==> config.mk <==
export PLATFORM = sky130hd
export DESIGN_NAME = drl_loader
export DESIGN_NICKNAME = d
export VERILOG_FILES = /design/src/rtl/drl_pkg.sv /design/src/rtl/drl_loader.sv
export SDC_FILE = /design/constraint.sdc
export NUM_CORES = 1
export LEC_CHECK = 0
export BUFFER_PORTS_ARGS = -buffer_cell sky130_fd_sc_hd__buf_2
export CORE_MARGIN = 5
export CORE_UTILIZATION = 35
export CTS_CLUSTER_SIZE = 10
export DETAILED_ROUTE_END_ITERATION = 10
export PLACE_DENSITY = 0.66
export SYNTH_ARGS = -nofsm -noshare
export SYNTH_HDL_FRONTEND = slang
export SYNTH_SLANG_ARGS = --single-unit
==> constraint.sdc <==
create_clock -name mclk -period 2.93 [get_ports mclk]
set_input_delay 0.586 -clock mclk [delete_from_list [all_inputs] [get_ports mclk]]
set_output_delay 0.586 -clock mclk [all_outputs]
set_load 0.005 [all_outputs]
==> src/rtl/drl_pkg.sv <==
// Package for the divide-ratio serial loader: frame lengths, field layout,
// reset values and the state and output carriers.
// Assumes a single clock mclk and pins that are asynchronous to it.
package drl_pkg;

  // ************************************************************
  // Frame lengths, one device and two cascaded devices
  // ************************************************************
  localparam logic [5:0] CTRL_CLKS_ONE = 6'h10;
  localparam logic [5:0] CTRL_CLKS_TWO = 6'h20;
  localparam logic [5:0] REF_CLKS_ONE = 6'h14;
  localparam logic [5:0] REF_CLKS_TWO = 6'h28;
  localparam logic [5:0] SWL_CLKS_ONE = 6'h18;
  localparam logic [5:0] SWL_CLKS_TWO = 6'h30;
  localparam logic [5:0] CLK_CNT_MAX = 6'h3F;

  // ************************************************************
  // Field layout of the own-device bits in the shift register
  // ************************************************************
  localparam int SHIFT_W = 24;
  localparam int CTRL_W = 8;
  localparam int REF_LSB = 0;
  localparam int REF_RATIO_W = 13;
  localparam int REF_CFG_LSB = 13;
  localparam int REF_CFG_W = 3;
  localparam int SWL_LSB = 0;
  localparam int SWL_W = 6;
  localparam int MAIN_LSB = 6;
  localparam int MAIN_W = 12;

  // ************************************************************
  // Reset values
  // ************************************************************
  localparam logic [CTRL_W-1:0] CTRL_RST = 8'h00;
  localparam logic [REF_RATIO_W-1:0] REF_RATIO_RST = 13'h0001;
  localparam logic [REF_CFG_W-1:0] REF_CFG_RST = 3'h0;
  localparam logic [SWL_W-1:0] SWL_RST = 6'h00;
  localparam logic [MAIN_W-1:0] MAIN_RST = 12'h028;

  // Ratios presented to the counters
  typedef struct packed {
    logic [REF_RATIO_W-1:0] ref_ratio;
    logic [MAIN_W-1:0] main_ratio;
    logic [SWL_W-1:0] swallow_ratio;
  } drl_ratio_s;

  // All state of the loader except the reset release flops
  typedef struct packed {
    logic [1:0] sclk_sync;
    logic sclk_prev;
    logic [1:0] din_sync;
    logic [1:0] enb_n_sync;
    logic enb_n_prev;
    logic [SHIFT_W-1:0] shift;
    logic [5:0] clk_cnt;
    logic [CTRL_W-1:0] ctrl;
    logic [REF_CFG_W-1:0] ref_cfg;
    logic [REF_RATIO_W-1:0] ref_stage1;
    logic [SHIFT_W-1:0] swallow_reg;
    drl_ratio_s ratio;
    logic ratio_load;
    logic dout;
  } drl_state_s;

endpackage

==> src/rtl/drl_loader.sv <==
// Serial loader for the control, double-buffered reference and swallow-count
// registers of one synthesizer device in a cascaded chain.
// Assumes serial clock, data and chip enable arrive asynchronously on pins.
// Assumes each serial clock phase and the enable setup and hold last at least 4 mclk.
// Assumes ser_dout feeds the next device's ser_din in a chain.
// Assumes arst_n may fall at any time; it is released here through two flops.
`timescale 1ns/1ps
`default_nettype none

module drl_loader (
  input wire logic mclk,
  input wire logic arst_n,
  input wire logic ser_clk,
  input wire logic ser_din,
  input wire logic ser_enb_n,
  output logic ser_dout,
  output drl_pkg::drl_ratio_s ratio,
  output logic ratio_load,
  output logic [drl_pkg::REF_CFG_W-1:0] ref_cfg,
  output logic [drl_pkg::CTRL_W-1:0] ctrl_reg
);

  // ************************************************************
  // Reset release
  // ************************************************************
  logic [1:0] rst_sync_r;
  logic rst_n;

  // Two-stage release of the asynchronous reset
  always_ff @(posedge mclk or negedge arst_n) begin
    if (!arst_n) begin
      rst_sync_r <= 2'h0;
    end else begin
      rst_sync_r <= {rst_sync_r[0], 1'b1};
    end
  end

  assign rst_n = rst_sync_r[1];

  // ************************************************************
  // Loader state
  // ************************************************************
  drl_pkg::drl_state_s st_r;
  drl_pkg::drl_state_s st_nxt;
  logic sclk_rise;
  logic frame_end;
  logic enb_act;

  // ************************************************************
  // Edge detection
  // ************************************************************
  // Edge of the synchronised serial clock, enable level
  assign sclk_rise = st_r.sclk_sync[1] && !st_r.sclk_prev;
  assign enb_act = !st_r.enb_n_sync[1];
  // End of frame when enable rises
  assign frame_end = st_r.enb_n_sync[1] && !st_r.enb_n_prev;

  // ************************************************************
  // Pin synchronisers
  // ************************************************************
  logic [1:0] sclk_sync_in;
  logic [1:0] din_sync_in;
  logic [1:0] enb_n_sync_in;

  // Two flops per pin; only the second flop feeds logic
  assign sclk_sync_in = {st_r.sclk_sync[0], ser_clk};
  assign din_sync_in = {st_r.din_sync[0], ser_din};
  assign enb_n_sync_in = {st_r.enb_n_sync[0], ser_enb_n};

  // ************************************************************
  // Shift path and cascade output
  // ************************************************************
  logic shift_en;
  logic cnt_full;
  logic dout_in;
  logic [drl_pkg::SHIFT_W-1:0] shift_in;

  // One bit per rising serial clock under enable, MSB first
  assign shift_en = enb_act && sclk_rise;
  assign shift_in = {st_r.shift[drl_pkg::SHIFT_W-2:0], st_r.din_sync[1]};
  // Oldest bit leaves for the next device in the chain
  assign dout_in = st_r.shift[drl_pkg::SHIFT_W-1];
  // Overlong frames stop the count instead of wrapping onto a legal length
  assign cnt_full = (st_r.clk_cnt == drl_pkg::CLK_CNT_MAX);

  // ************************************************************
  // Own-device fields, always the last bits shifted in
  // ************************************************************
  logic [drl_pkg::CTRL_W-1:0] ctrl_field;
  logic [drl_pkg::REF_CFG_W-1:0] cfg_field;
  logic [drl_pkg::REF_RATIO_W-1:0] stage1_field;
  logic [drl_pkg::MAIN_W-1:0] main_field;
  logic [drl_pkg::SWL_W-1:0] swl_field;

  // Fixed slices of the shift register
  assign ctrl_field = st_r.shift[drl_pkg::CTRL_W-1:0];
  assign cfg_field = st_r.shift[drl_pkg::REF_CFG_LSB +: drl_pkg::REF_CFG_W];
  assign stage1_field = st_r.shift[drl_pkg::REF_LSB +: drl_pkg::REF_RATIO_W];
  assign main_field = st_r.shift[drl_pkg::MAIN_LSB +: drl_pkg::MAIN_W];
  assign swl_field = st_r.shift[drl_pkg::SWL_LSB +: drl_pkg::SWL_W];

  // ************************************************************
  // Frame length decode
  // ************************************************************
  logic len_ctrl;
  logic len_ref;
  logic len_swl;
  logic commit_ctrl;
  logic commit_ref;
  logic commit_swl;

  // Clock count under enable names the target; other lengths commit nothing
  assign len_ctrl = (st_r.clk_cnt == drl_pkg::CTRL_CLKS_ONE) || (st_r.clk_cnt == drl_pkg::CTRL_CLKS_TWO);
  assign len_ref = (st_r.clk_cnt == drl_pkg::REF_CLKS_ONE) || (st_r.clk_cnt == drl_pkg::REF_CLKS_TWO);
  assign len_swl = (st_r.clk_cnt == drl_pkg::SWL_CLKS_ONE) || (st_r.clk_cnt == drl_pkg::SWL_CLKS_TWO);

  // One-cycle commit strobes on release of enable
  assign commit_ctrl = frame_end && len_ctrl;
  assign commit_ref = frame_end && len_ref;
  assign commit_swl = frame_end && len_swl;

  // ************************************************************
  // Next state
  // ************************************************************
  // Synchronise, shift, count and commit
  always_comb begin
    st_nxt = st_r;
    // Pin history for the edge detectors
    st_nxt.sclk_sync = sclk_sync_in;
    st_nxt.din_sync = din_sync_in;
    st_nxt.enb_n_sync = enb_n_sync_in;
    st_nxt.sclk_prev = st_r.sclk_sync[1];
    st_nxt.enb_n_prev = st_r.enb_n_sync[1];
    // Load strobe lasts one cycle
    st_nxt.ratio_load = 1'b0;
    // Shift while enabled; the oldest bit goes on to the next device
    if (shift_en) begin
      st_nxt.shift = shift_in;
      st_nxt.dout = dout_in;
      if (!cnt_full) begin
        st_nxt.clk_cnt = st_r.clk_cnt + 6'h01;
      end
    end
    // Count restarts for the next frame
    if (frame_end) begin
      st_nxt.clk_cnt = 6'h00;
    end
    // Control frame: control register only
    if (commit_ctrl) begin
      st_nxt.ctrl = ctrl_field;
    end
    // Reference frame: first stage and configuration only; live ratios untouched
    if (commit_ref) begin
      st_nxt.ref_cfg = cfg_field;
      st_nxt.ref_stage1 = stage1_field;
    end
    // Swallow frame: bytes held, second stage loaded, all ratios at once
    if (commit_swl) begin
      st_nxt.swallow_reg = st_r.shift;
      st_nxt.ratio.ref_ratio = st_r.ref_stage1;
      st_nxt.ratio.main_ratio = main_field;
      st_nxt.ratio.swallow_ratio = swl_field;
      st_nxt.ratio_load = 1'b1;
    end
  end

  // ************************************************************
  // State register
  // ************************************************************
  // Every field registered each mclk; constants only under reset
  always_ff @(posedge mclk or negedge rst_n) begin
    if (!rst_n) begin
      // Pin history at idle levels, so no false edge follows reset
      st_r.sclk_sync <= 2'h0;
      st_r.sclk_prev <= 1'b0;
      st_r.din_sync <= 2'h0;
      st_r.enb_n_sync <= 2'h3;
      st_r.enb_n_prev <= 1'b1;
      st_r.shift <= 24'h000000;
      st_r.clk_cnt <= 6'h00;
      st_r.ctrl <= drl_pkg::CTRL_RST;
      st_r.ref_cfg <= drl_pkg::REF_CFG_RST;
      st_r.ref_stage1 <= drl_pkg::REF_RATIO_RST;
      st_r.swallow_reg <= 24'h000000;
      st_r.ratio.ref_ratio <= drl_pkg::REF_RATIO_RST;
      st_r.ratio.main_ratio <= drl_pkg::MAIN_RST;
      st_r.ratio.swallow_ratio <= drl_pkg::SWL_RST;
      st_r.ratio_load <= 1'b0;
      st_r.dout <= 1'b0;
    end else begin
      st_r <= st_nxt;
    end
  end

  // ************************************************************
  // Outputs
  // ************************************************************
  // Every output straight from the state register
  assign ser_dout = st_r.dout;
  assign ratio = st_r.ratio;
  assign ratio_load = st_r.ratio_load;
  assign ref_cfg = st_r.ref_cfg;
  assign ctrl_reg = st_r.ctrl;

endmodule

`default_nettype wire

==> results.cfg, run 1 <==
[floorplan]
die-area_um2 = 13700
io_pins = 49
die_h_um = 117
core.rowCount = 39
fp.dieW_um = 117
initial_core_util_pct = 35.3
placeableCoreArea_um2 = 11300

[timing]
layout_min_cycle_time_ns = 2.05
timing.final.crit_share_pct = 70.0
fin_skew_ns = 0.00501
slew-limit-headroom_pct = 63.0
setup_violations = 0
tns_ns = 0
whs_ns = 0.0240
rsz0062_at_grt = no
timing.fmax_mhz = 487
hold_viol = 0
maxSlewViolCount = 0
worstMarginPinSlew_ns = 0.555

[synth]
synth_fp_nets = 279
synth_cells = 272
synthFlopType = dfrtp_1
synth-seq-area-share_pct = 61.0
async_flop_share_pct = 100
yosys_warnings = 0
syn_area_um2 = 4000
synthTopCellsByArea = dfrtp_1 56%, mux2_2 22%, buf_4 8.1%
synth.distinct_cells = 31
synth_edf_count = 0
ys_seq_elements = 97
synth_common_cells = 90 x dfrtp_1, 79 x mux2_2, 43 x buf_4
yosysMostFrequentCell = dfrtp_1
synth_top_area_share_pct = 56.4
synth_top_cell_by_area = dfrtp_1
avgSynthCellArea_um2 = 14.7

[detailed_routing]
drt-total-wl_um = 6440
drtPass1Iterations = 4
drt_iter0_drc = 120
post_drt_via_cell_ratio = 4.65
antenna_left = 0
route.detailed.drc = 0
drt-wirelength-per-cell_um = 14.9
vias = 2008

[clocking]
insertion_delay_ns = 0.33
postCtsSetupBuffers = 0
cts_made_buffers = 9
cts-root-buf = clkbuf_16
cts.sinks = 97
h-tree-depth = 3
postCtsHoldBufs = 0
cts_resized = 0
clk_pin_slew_ns = 0.06
cts_tree = done
clk_path_buf_depth = 2

[critical_path]
crit_fanout = 22
crit_family = simple AND/OR/NAND/NOR gates
cp_slowest_cell = dfrtp_1
crit_chain = inv_1, ha_1, nor3b_2, nand3_2, buf_4, mux2_1
critPathMaxStageDelay_ns = 0.43
arrival_ns = 2.27
r2r_slack_ns = 0.88
startpoint_type = flip-flop
worstPathRequired_ns = 3.14
crit_buf_inv = 2
end_kind = flip-flop
critical_path_class = reg2reg

[placement]
gp_congestion = 0.768
io_buffers = 48
dpl_cell_area_um2 = 4110
dpl.hpwl_um = 4400

[final_layout]
fin_util_pct = 39.0
fillCellCount = 1069
antenna_cells = 0
largest_reg_flops = 31
nets = 291
drive_gt1_share_pct = 55.4
reg_top3 = ratio: 31 flops, st_r: 21 flops
synthToLayoutAreaGrowth_pct = 10.4
largest-register = ratio
design_area_um2 = 4410

[pwr]
combPwrFrac_pct = 4.0
p_clk_share_pct = 42.0
vdd_drop_max_v = 0.000343
p_sw_w = 0.000603
p_per_area_nw_per_um2 = 625
p_leak_nw = 2.29
pwr-share-seq_pct = 54.0
p_sw_share_pct = 21.9
p_int_w = 0.00215

[global_routing]
grt_usage_pct = 10.5
antenna_found_initial = 0
grt_pass1_wl_um = 11200
grt_pass1_vias = 2209
grt-ovfl-total = 0
grt_start_max_net_pins = 56

[run]
maxCapViolCount = 0

[status]
status = finished, final reports clean

[worst_hold_path]
hold_class = in2async
[kinds of logic after synthesis]
| family | Yosys count | synth area share [%] |
|---|---|---|
| buffers and inverters | 55 | 9.49 |
| flip-flops | 97 | 61.0 |
| AO/OA/AOI/OAI | 9 | 1.60 |
| adder cells (fa/ha/maj) | 2 | 0.626 |
| other | 1 | 0.0938 |
| multiplexers | 82 | 23.1 |
| XOR/XNOR | 2 | 0.438 |
| AND/OR/NAND/NOR | 24 | 3.73 |
[per-stage QoR]
step	instances	total power [W]	setup slack (ns)
2_1_floorplan	272	0.00157	0.0402
3_3_place_gp	416	0.00162	0.915
3_5_place_dp	416	0.00163	0.849
4_1_cts	432	0.00279	0.847
5_1_grt	432	0.00287	0.745
6_report	432	0.00276	0.879
[layout by cell type (no fill, tap or decap), drive strengths merged, types with 2 or more instances in the layout]
master | netlist | routed
clkbuf | 2 | 11
ha | 2 | 2
clkinv | 0 | 2
nand2 | 5 | 5
mux2 | 81 | 81
inv | 3 | 3
a311oi | 2 | 2
a21oi | 4 | 4
dfstp | 7 | 7
clkinvlp | 0 | 2
dfrtp | 90 | 90
nor3 | 2 | 2
nor2 | 4 | 4
nand3 | 3 | 3
buf | 50 | 53
nor3b | 3 | 3
[final timing paths]
kind | startpoint | end | cells after the start
min in group mclk | rst_sync_r[0] | rst_sync_r[1] | 0
worst max-delay path | st_r[81] | ratio[25] | 6
worst min-delay path | arst_n | rst_sync_r[1] | 1
worst max register to register | st_r[81] | ratio[25] | 6
worst min register to register | rst_sync_r[1] | ref_cfg[1] | 0
max in group asynchronous | rst_sync_r[1] | ratio[9] | 1
[layout make-up]
| cell class | count | area [um^2] | share of cell area [%] |
|---|---|---|---|
| multi-input combinational | 120 | 1190 | 27.0 |
| timing repair buffer | 53 | 290 | 6.58 |
| clock buffer | 11 | 243 | 5.50 |
| clock inverter | 5 | 55.1 | 1.25 |
| inverter | 3 | 11.3 | 0.255 |
| tap | 143 | 179 | 4.06 |
| sequential | 97 | 2440 | 55.3 |
[per-layer routing]
| metal | wire [um] | vias to the layer above | track usage (%) |
|---|---|---|---|
| li1 | - | 912 | - |
| met1 | 2920 | 1050 | 13.6 |
| met2 | 3040 | 37 | 16.4 |
| met3 | 380 | 9 | 2.98 |
| met4 | 96 | 0 | 4.59 |
| met5 | 0 | - | 0 |
[power by group through the flow]
stage	clock network [W]	registers [W]	logic (W)
3_5_place_dp	0	0.00152	0.000114
2_1_floorplan	0	0.00149	0.0000801
6_report	0.00116	0.00149	0.000111
3_3_place_gp	0	0.00152	0.000108
4_1_cts	0.00119	0.00149	0.000114
5_1_grt	0.00124	0.00151	0.000126
No activity file was read; power rests on OpenSTA's default activity.
==> run 2: changes to the inputs <==
- PLACE_DENSITY: 0.66 -> 0.64
- clock period: 2.93 -> 1.9 ns (I/O delays scaled with it)
==> run 2 against run 1 <==
Wire length shrank 1.3%; worst hold slack gained 0.12 ns; sequential share of layout area shrank 1.0 points; fmax increased by 15%; highest routed layer unchanged.
==> results.cfg, run 2 (synthesis gave the netlist of run 1 again) <==
[status]
status = finished, final reports clean

[final_layout]
drive_gt1_share_pct = 55.4
reg_top3 = ratio: 31 flops, st_r: 21 flops
largest_reg_flops = 31
antenna_cells = 0
largest-register = ratio
synthToLayoutAreaGrowth_pct = 12.5
nets = 298
final_common_cell = dfrtp_1
design_area_um2 = 4500
layout_common_cells = 89 x dfrtp_1, 79 x mux2_2, 48 x buf_2

[global_routing]
antenna_found_initial = 0
grt_pass1_wl_um = 10700
grt-ovfl-total = 0
grt_usage_pct = 10.2
grt_pass1_vias = 2080
grt_start_max_net_pins = 34

[critical_path]
cp_slowest_cell = dfstp_2
startpoint_type = flip-flop
crit_fanout = 5
end_kind = flip-flop
critical_path_class = reg2reg
worstPathRequired_ns = 2.12
critPathMaxStageDelay_ns = 0.58
crit_family = flip-flops
crit_chain = nand2b_1, nor3b_2, nor3b_4, buf_4, mux2_2
arrival_ns = 2.00
crit_buf_inv = 1

[worst_hold_path]
hold_class = in2reg

[timing]
timing.fmax_mhz = 562
fin_skew_ns = 0.00348
setup_violations = 0
timing.final.crit_share_pct = 93.7
fin_ws_ns = 0.119
whs_ns = 0.143
maxSlewViolCount = 0
rsz0062_at_grt = no
layout_min_cycle_time_ns = 1.78
hold_viol = 0
tns_ns = 0

[detailed_routing]
drt-total-wl_um = 6360
post_drt_via_cell_ratio = 4.60
drt-wirelength-per-cell_um = 14.5
route.detailed.drc = 0
drtPass1Iterations = 4
vias = 2020
antenna_left = 0
drt_iter0_drc = 107

[placement]
dpl_cell_area_um2 = 4180
io_buffers = 48
dpl.hpwl_um = 4380
gp_congestion = 0.755
post-place-ws_ns = -0.00541

[clocking]
cts_made_buffers = 9
cts-root-buf = clkbuf_16
cts.sinks = 97
cts_tree = done
insertion_delay_ns = 0.34
clk_path_buf_depth = 2
h-tree-depth = 3
clk_pin_slew_ns = 0.06
cts_resized = 0

[floorplan]
die_h_um = 117
initial_core_util_pct = 35.3
fp.dieW_um = 117
core.rowCount = 39
placeableCoreArea_um2 = 11300
die-area_um2 = 13700
io_pins = 49

[pwr]
total_power_w = 0.00425
p_leak_nw = 2.35
vdd_drop_max_v = 0.000360
p_per_area_nw_per_um2 = 946

[run]
maxCapViolCount = 0
==> run 2: report_power, final <==
group | leakage [nW] | switching, W | internal [W]
Clock | 0.144 | 0.000717 | 0.00105
Combinational | 0.903 | 0.0000830 | 0.000110
Sequential | 1.30 | 0.000120 | 0.00217
==> run 2: worst reg2reg max path: cells and delay by family (launching register included) <==
family / cells / cell delay, ns
buffers and inverters: 1 / 0.17
flip-flops: 1 / 0.58
multiplexers: 1 / 0.34
AND/OR/NAND/NOR: 3 / 0.56
==> run 2: worst paths after layout <==
check                                    from                to  slack (ns)  depth (start not counted)
max in group asynchronous       rst_sync_r[1]         st_r[111]        1.02                          1
min in group asynchronous       rst_sync_r[1]         ratio[14]        0.28                          0
worst max register to register    st_nxt[111]       ctrl_reg[3]        0.12                          5
worst min register to register  rst_sync_r[1]         ratio[14]        0.28                          0
worst min-delay path                ser_enb_n  enb_n_sync_in[1]        0.14                          1
worst max-delay path              st_nxt[111]       ctrl_reg[3]        0.12                          5
==> run 2: per-layer routing <==
layer	track usage (%)	up-vias	part of all wire [%]
li1	-	930	-
met1	13.1	1037	45
met2	15.5	42	47
met3	3.39	11	6.2
met4	4.82	0	1.9
met5	0	-	0
==> run 2: area by class of cell <==
cell class / count / area [um^2]
Clock buffer: 13 / 250
Tap cell: 143 / 179
Fill cell: 1061 / 6830
Multi-Input combinational cell: 120 / 1190
Timing Repair Buffer: 60 / 383
Sequential cell: 97 / 2440
Clock inverter: 3 / 40.0
Inverter: 3 / 11.3
==> run 2: through the flow <==
stage | instances | utilization [%]
final | 439 | 39.7
after global routing | 439 | 39.7
after CTS | 439 | 39.7
after detailed placement | 420 | 36.9
after global placement | 420 | 36.9
after floorplan | 272 | -
==> run 2: repair_timing <==
item / in CTS / in global routing
endpoints found under the setup margin: 2 / 0
hold buffers: 1 / 0
buffers inserted: 2 / 0
endpoints found under the hold margin: 2 / 0
==> run 3: changes to the inputs <==
- RECOVER_POWER: not set -> 50
==> run 3 against run 2 <==
Wire length barely moved; utilization fell by 0.088 points; combinational power barely moved; die area did not move; critical path depth did not move; sequential share of layout area barely moved.
==> results.cfg, run 3 (synthesis gave the netlist of run 1 again) <==
[status]
status = finished, final reports clean

[timing]
slew-limit-headroom_pct = 9.69
hold_viol = 0
whs_ns = 0.144
worstMarginPinSlew_ns = 1.35
timing.final.crit_share_pct = 93.7
maxSlewViolCount = 0
tns_ns = 0
fin_skew_ns = 0.00344
rsz0062_at_grt = no
timing.fmax_mhz = 562
layout_min_cycle_time_ns = 1.78
setup_violations = 0

[final_layout]
synthToLayoutAreaGrowth_pct = 12.2
largest_reg_flops = 31
ff_latch_area_um2 = 2440
largest-register = ratio
drive_gt1_share_pct = 53.4
reg_top3 = ratio: 31 flops, st_r: 21 flops
fillCellCount = 1065
final_common_cell = dfrtp_1
design_area_um2 = 4490
antenna_cells = 0
nets = 298
multi_input_area_um2 = 1190
layout_common_cells = 90 x dfrtp_1, 79 x mux2_2, 43 x buf_2

[pwr]
total_power_w = 0.00425
p_sw_share_pct = 21.6
p_leak_nw = 2.33
pwr-share-seq_pct = 53.8
p_int_w = 0.00333
p_sw_w = 0.000919
combPwrFrac_pct = 4.5
p_per_area_nw_per_um2 = 947
p_clk_share_pct = 41.6
vdd_drop_max_v = 0.000360

[placement]
dpl.hpwl_um = 4380
io_buffers = 48
gp_congestion = 0.755
dpl_cell_area_um2 = 4180

[clocking]
cts-root-buf = clkbuf_16
clk_pin_slew_ns = 0.06
insertion_delay_ns = 0.33
cts_tree = done
cts_resized = 0
cts.sinks = 97
clk_path_buf_depth = 2
cts_made_buffers = 9
h-tree-depth = 3

[floorplan]
fp.dieW_um = 117
initial_core_util_pct = 35.3
die_h_um = 117
core.rowCount = 39
placeableCoreArea_um2 = 11300
io_pins = 49
die-area_um2 = 13700

[critical_path]
startpoint_type = flip-flop
critical_path_class = reg2reg
end_kind = flip-flop
arrival_ns = 2.00
startpoint = st_nxt[111]
r2r-start = st_nxt[111]
r2r-end = ctrl_reg[3]
r2r_cells = 5
worstPathRequired_ns = 2.12
crit_fanout = 5
r2r_slack_ns = 0.12

[detailed_routing]
drt_iter0_drc = 96
drt-total-wl_um = 6360
route.detailed.drc = 0
drt-wirelength-per-cell_um = 14.5
drtPass1Iterations = 4
antenna_left = 0
vias = 2012
post_drt_via_cell_ratio = 4.58

[worst_hold_path]
min_from = ser_enb_n
min_to = enb_n_sync_in[1]
holdPathStages = 1
hold_class = in2reg

[global_routing]
grt_pass1_vias = 2080
grt_pass1_wl_um = 10700
grt-ovfl-total = 0
grt_start_max_net_pins = 34
antenna_found_initial = 0
grt_usage_pct = 10.2

[run]
maxCapViolCount = 0
==> run 3: cell types whose count changed in the layout (fill, tap and decap cells not counted) <==
cell / before / now
buf_2: 48 / 43
clkbuf_1: 3 / 8
dfrtp_1: 89 / 90
dfrtp_4: 1 / 0
==> run 3: metal layers <==
layer,wire [um],global-route usage (%),up-vias
met4,118,4.82,0
met5,0,0,-
met1,2900,13.1,1031
met2,2950,15.5,43
met3,392,3.39,10
li1,-,-,928
==> run 3: what timing repair did <==
action | in CTS | in global routing
endpoints found under the hold margin | 2 | 0
buffers inserted | 2 | 0
hold buffers | 1 | 0
endpoints found under the setup margin | 2 | 0
==> run 3: per-stage QoR <==
| step | utilization (%) | cells | setup slack [ns] |
|---|---|---|---|
| after detailed placement | 36.9 | 420 | -0.00541 |
| final | 39.6 | 439 | 0.119 |
| after global placement | 36.9 | 420 | 0.0757 |
| after floorplan | - | 272 | 0.237 |
| after global routing | 39.6 | 439 | 0.0342 |
| after CTS | 39.7 | 439 | 0.120 |
==> run 3: critical path, cell delays in order (launching register included) <==
cell      delay (ns)
dfstp_2         0.58
nand2b_1        0.10
nor3b_2         0.24
nor3b_4         0.22
buf_4           0.17
mux2_2          0.34
==> run 3: power by group through the flow <==
stage | Clock (W) | Combinational, W | Sequential [W]
floorplan | 0 | 0.000124 | 0.00230
global placement | 0 | 0.000185 | 0.00233
detailed placement | 0 | 0.000195 | 0.00233
CTS | 0.00182 | 0.000199 | 0.00229
global route | 0.00190 | 0.000217 | 0.00231
finish | 0.00177 | 0.000193 | 0.00229
==> run 3: final cells by class <==
class,count,share of cell area [%]
clock inverters,3,0.893
multi-input cells,120,26.6
flip-flops and latches,97,54.3
clock buffers,13,5.58
inverters,3,0.251
repair buffers,60,8.40
well taps,143,3.99
==> run 3: worst max path at each step <==
stage	depth (start not counted)	slack (ns)	end
2_1_floorplan	4	0.24	ctrl_reg[0]
3_3_place_gp	4	0.08	ctrl_reg[4]
3_5_place_dp	4	-0.005	ctrl_reg[6]
4_1_cts	5	0.12	ctrl_reg[3]
5_1_grt	5	0.03	ctrl_reg[6]
6_report	5	0.12	ctrl_reg[3]
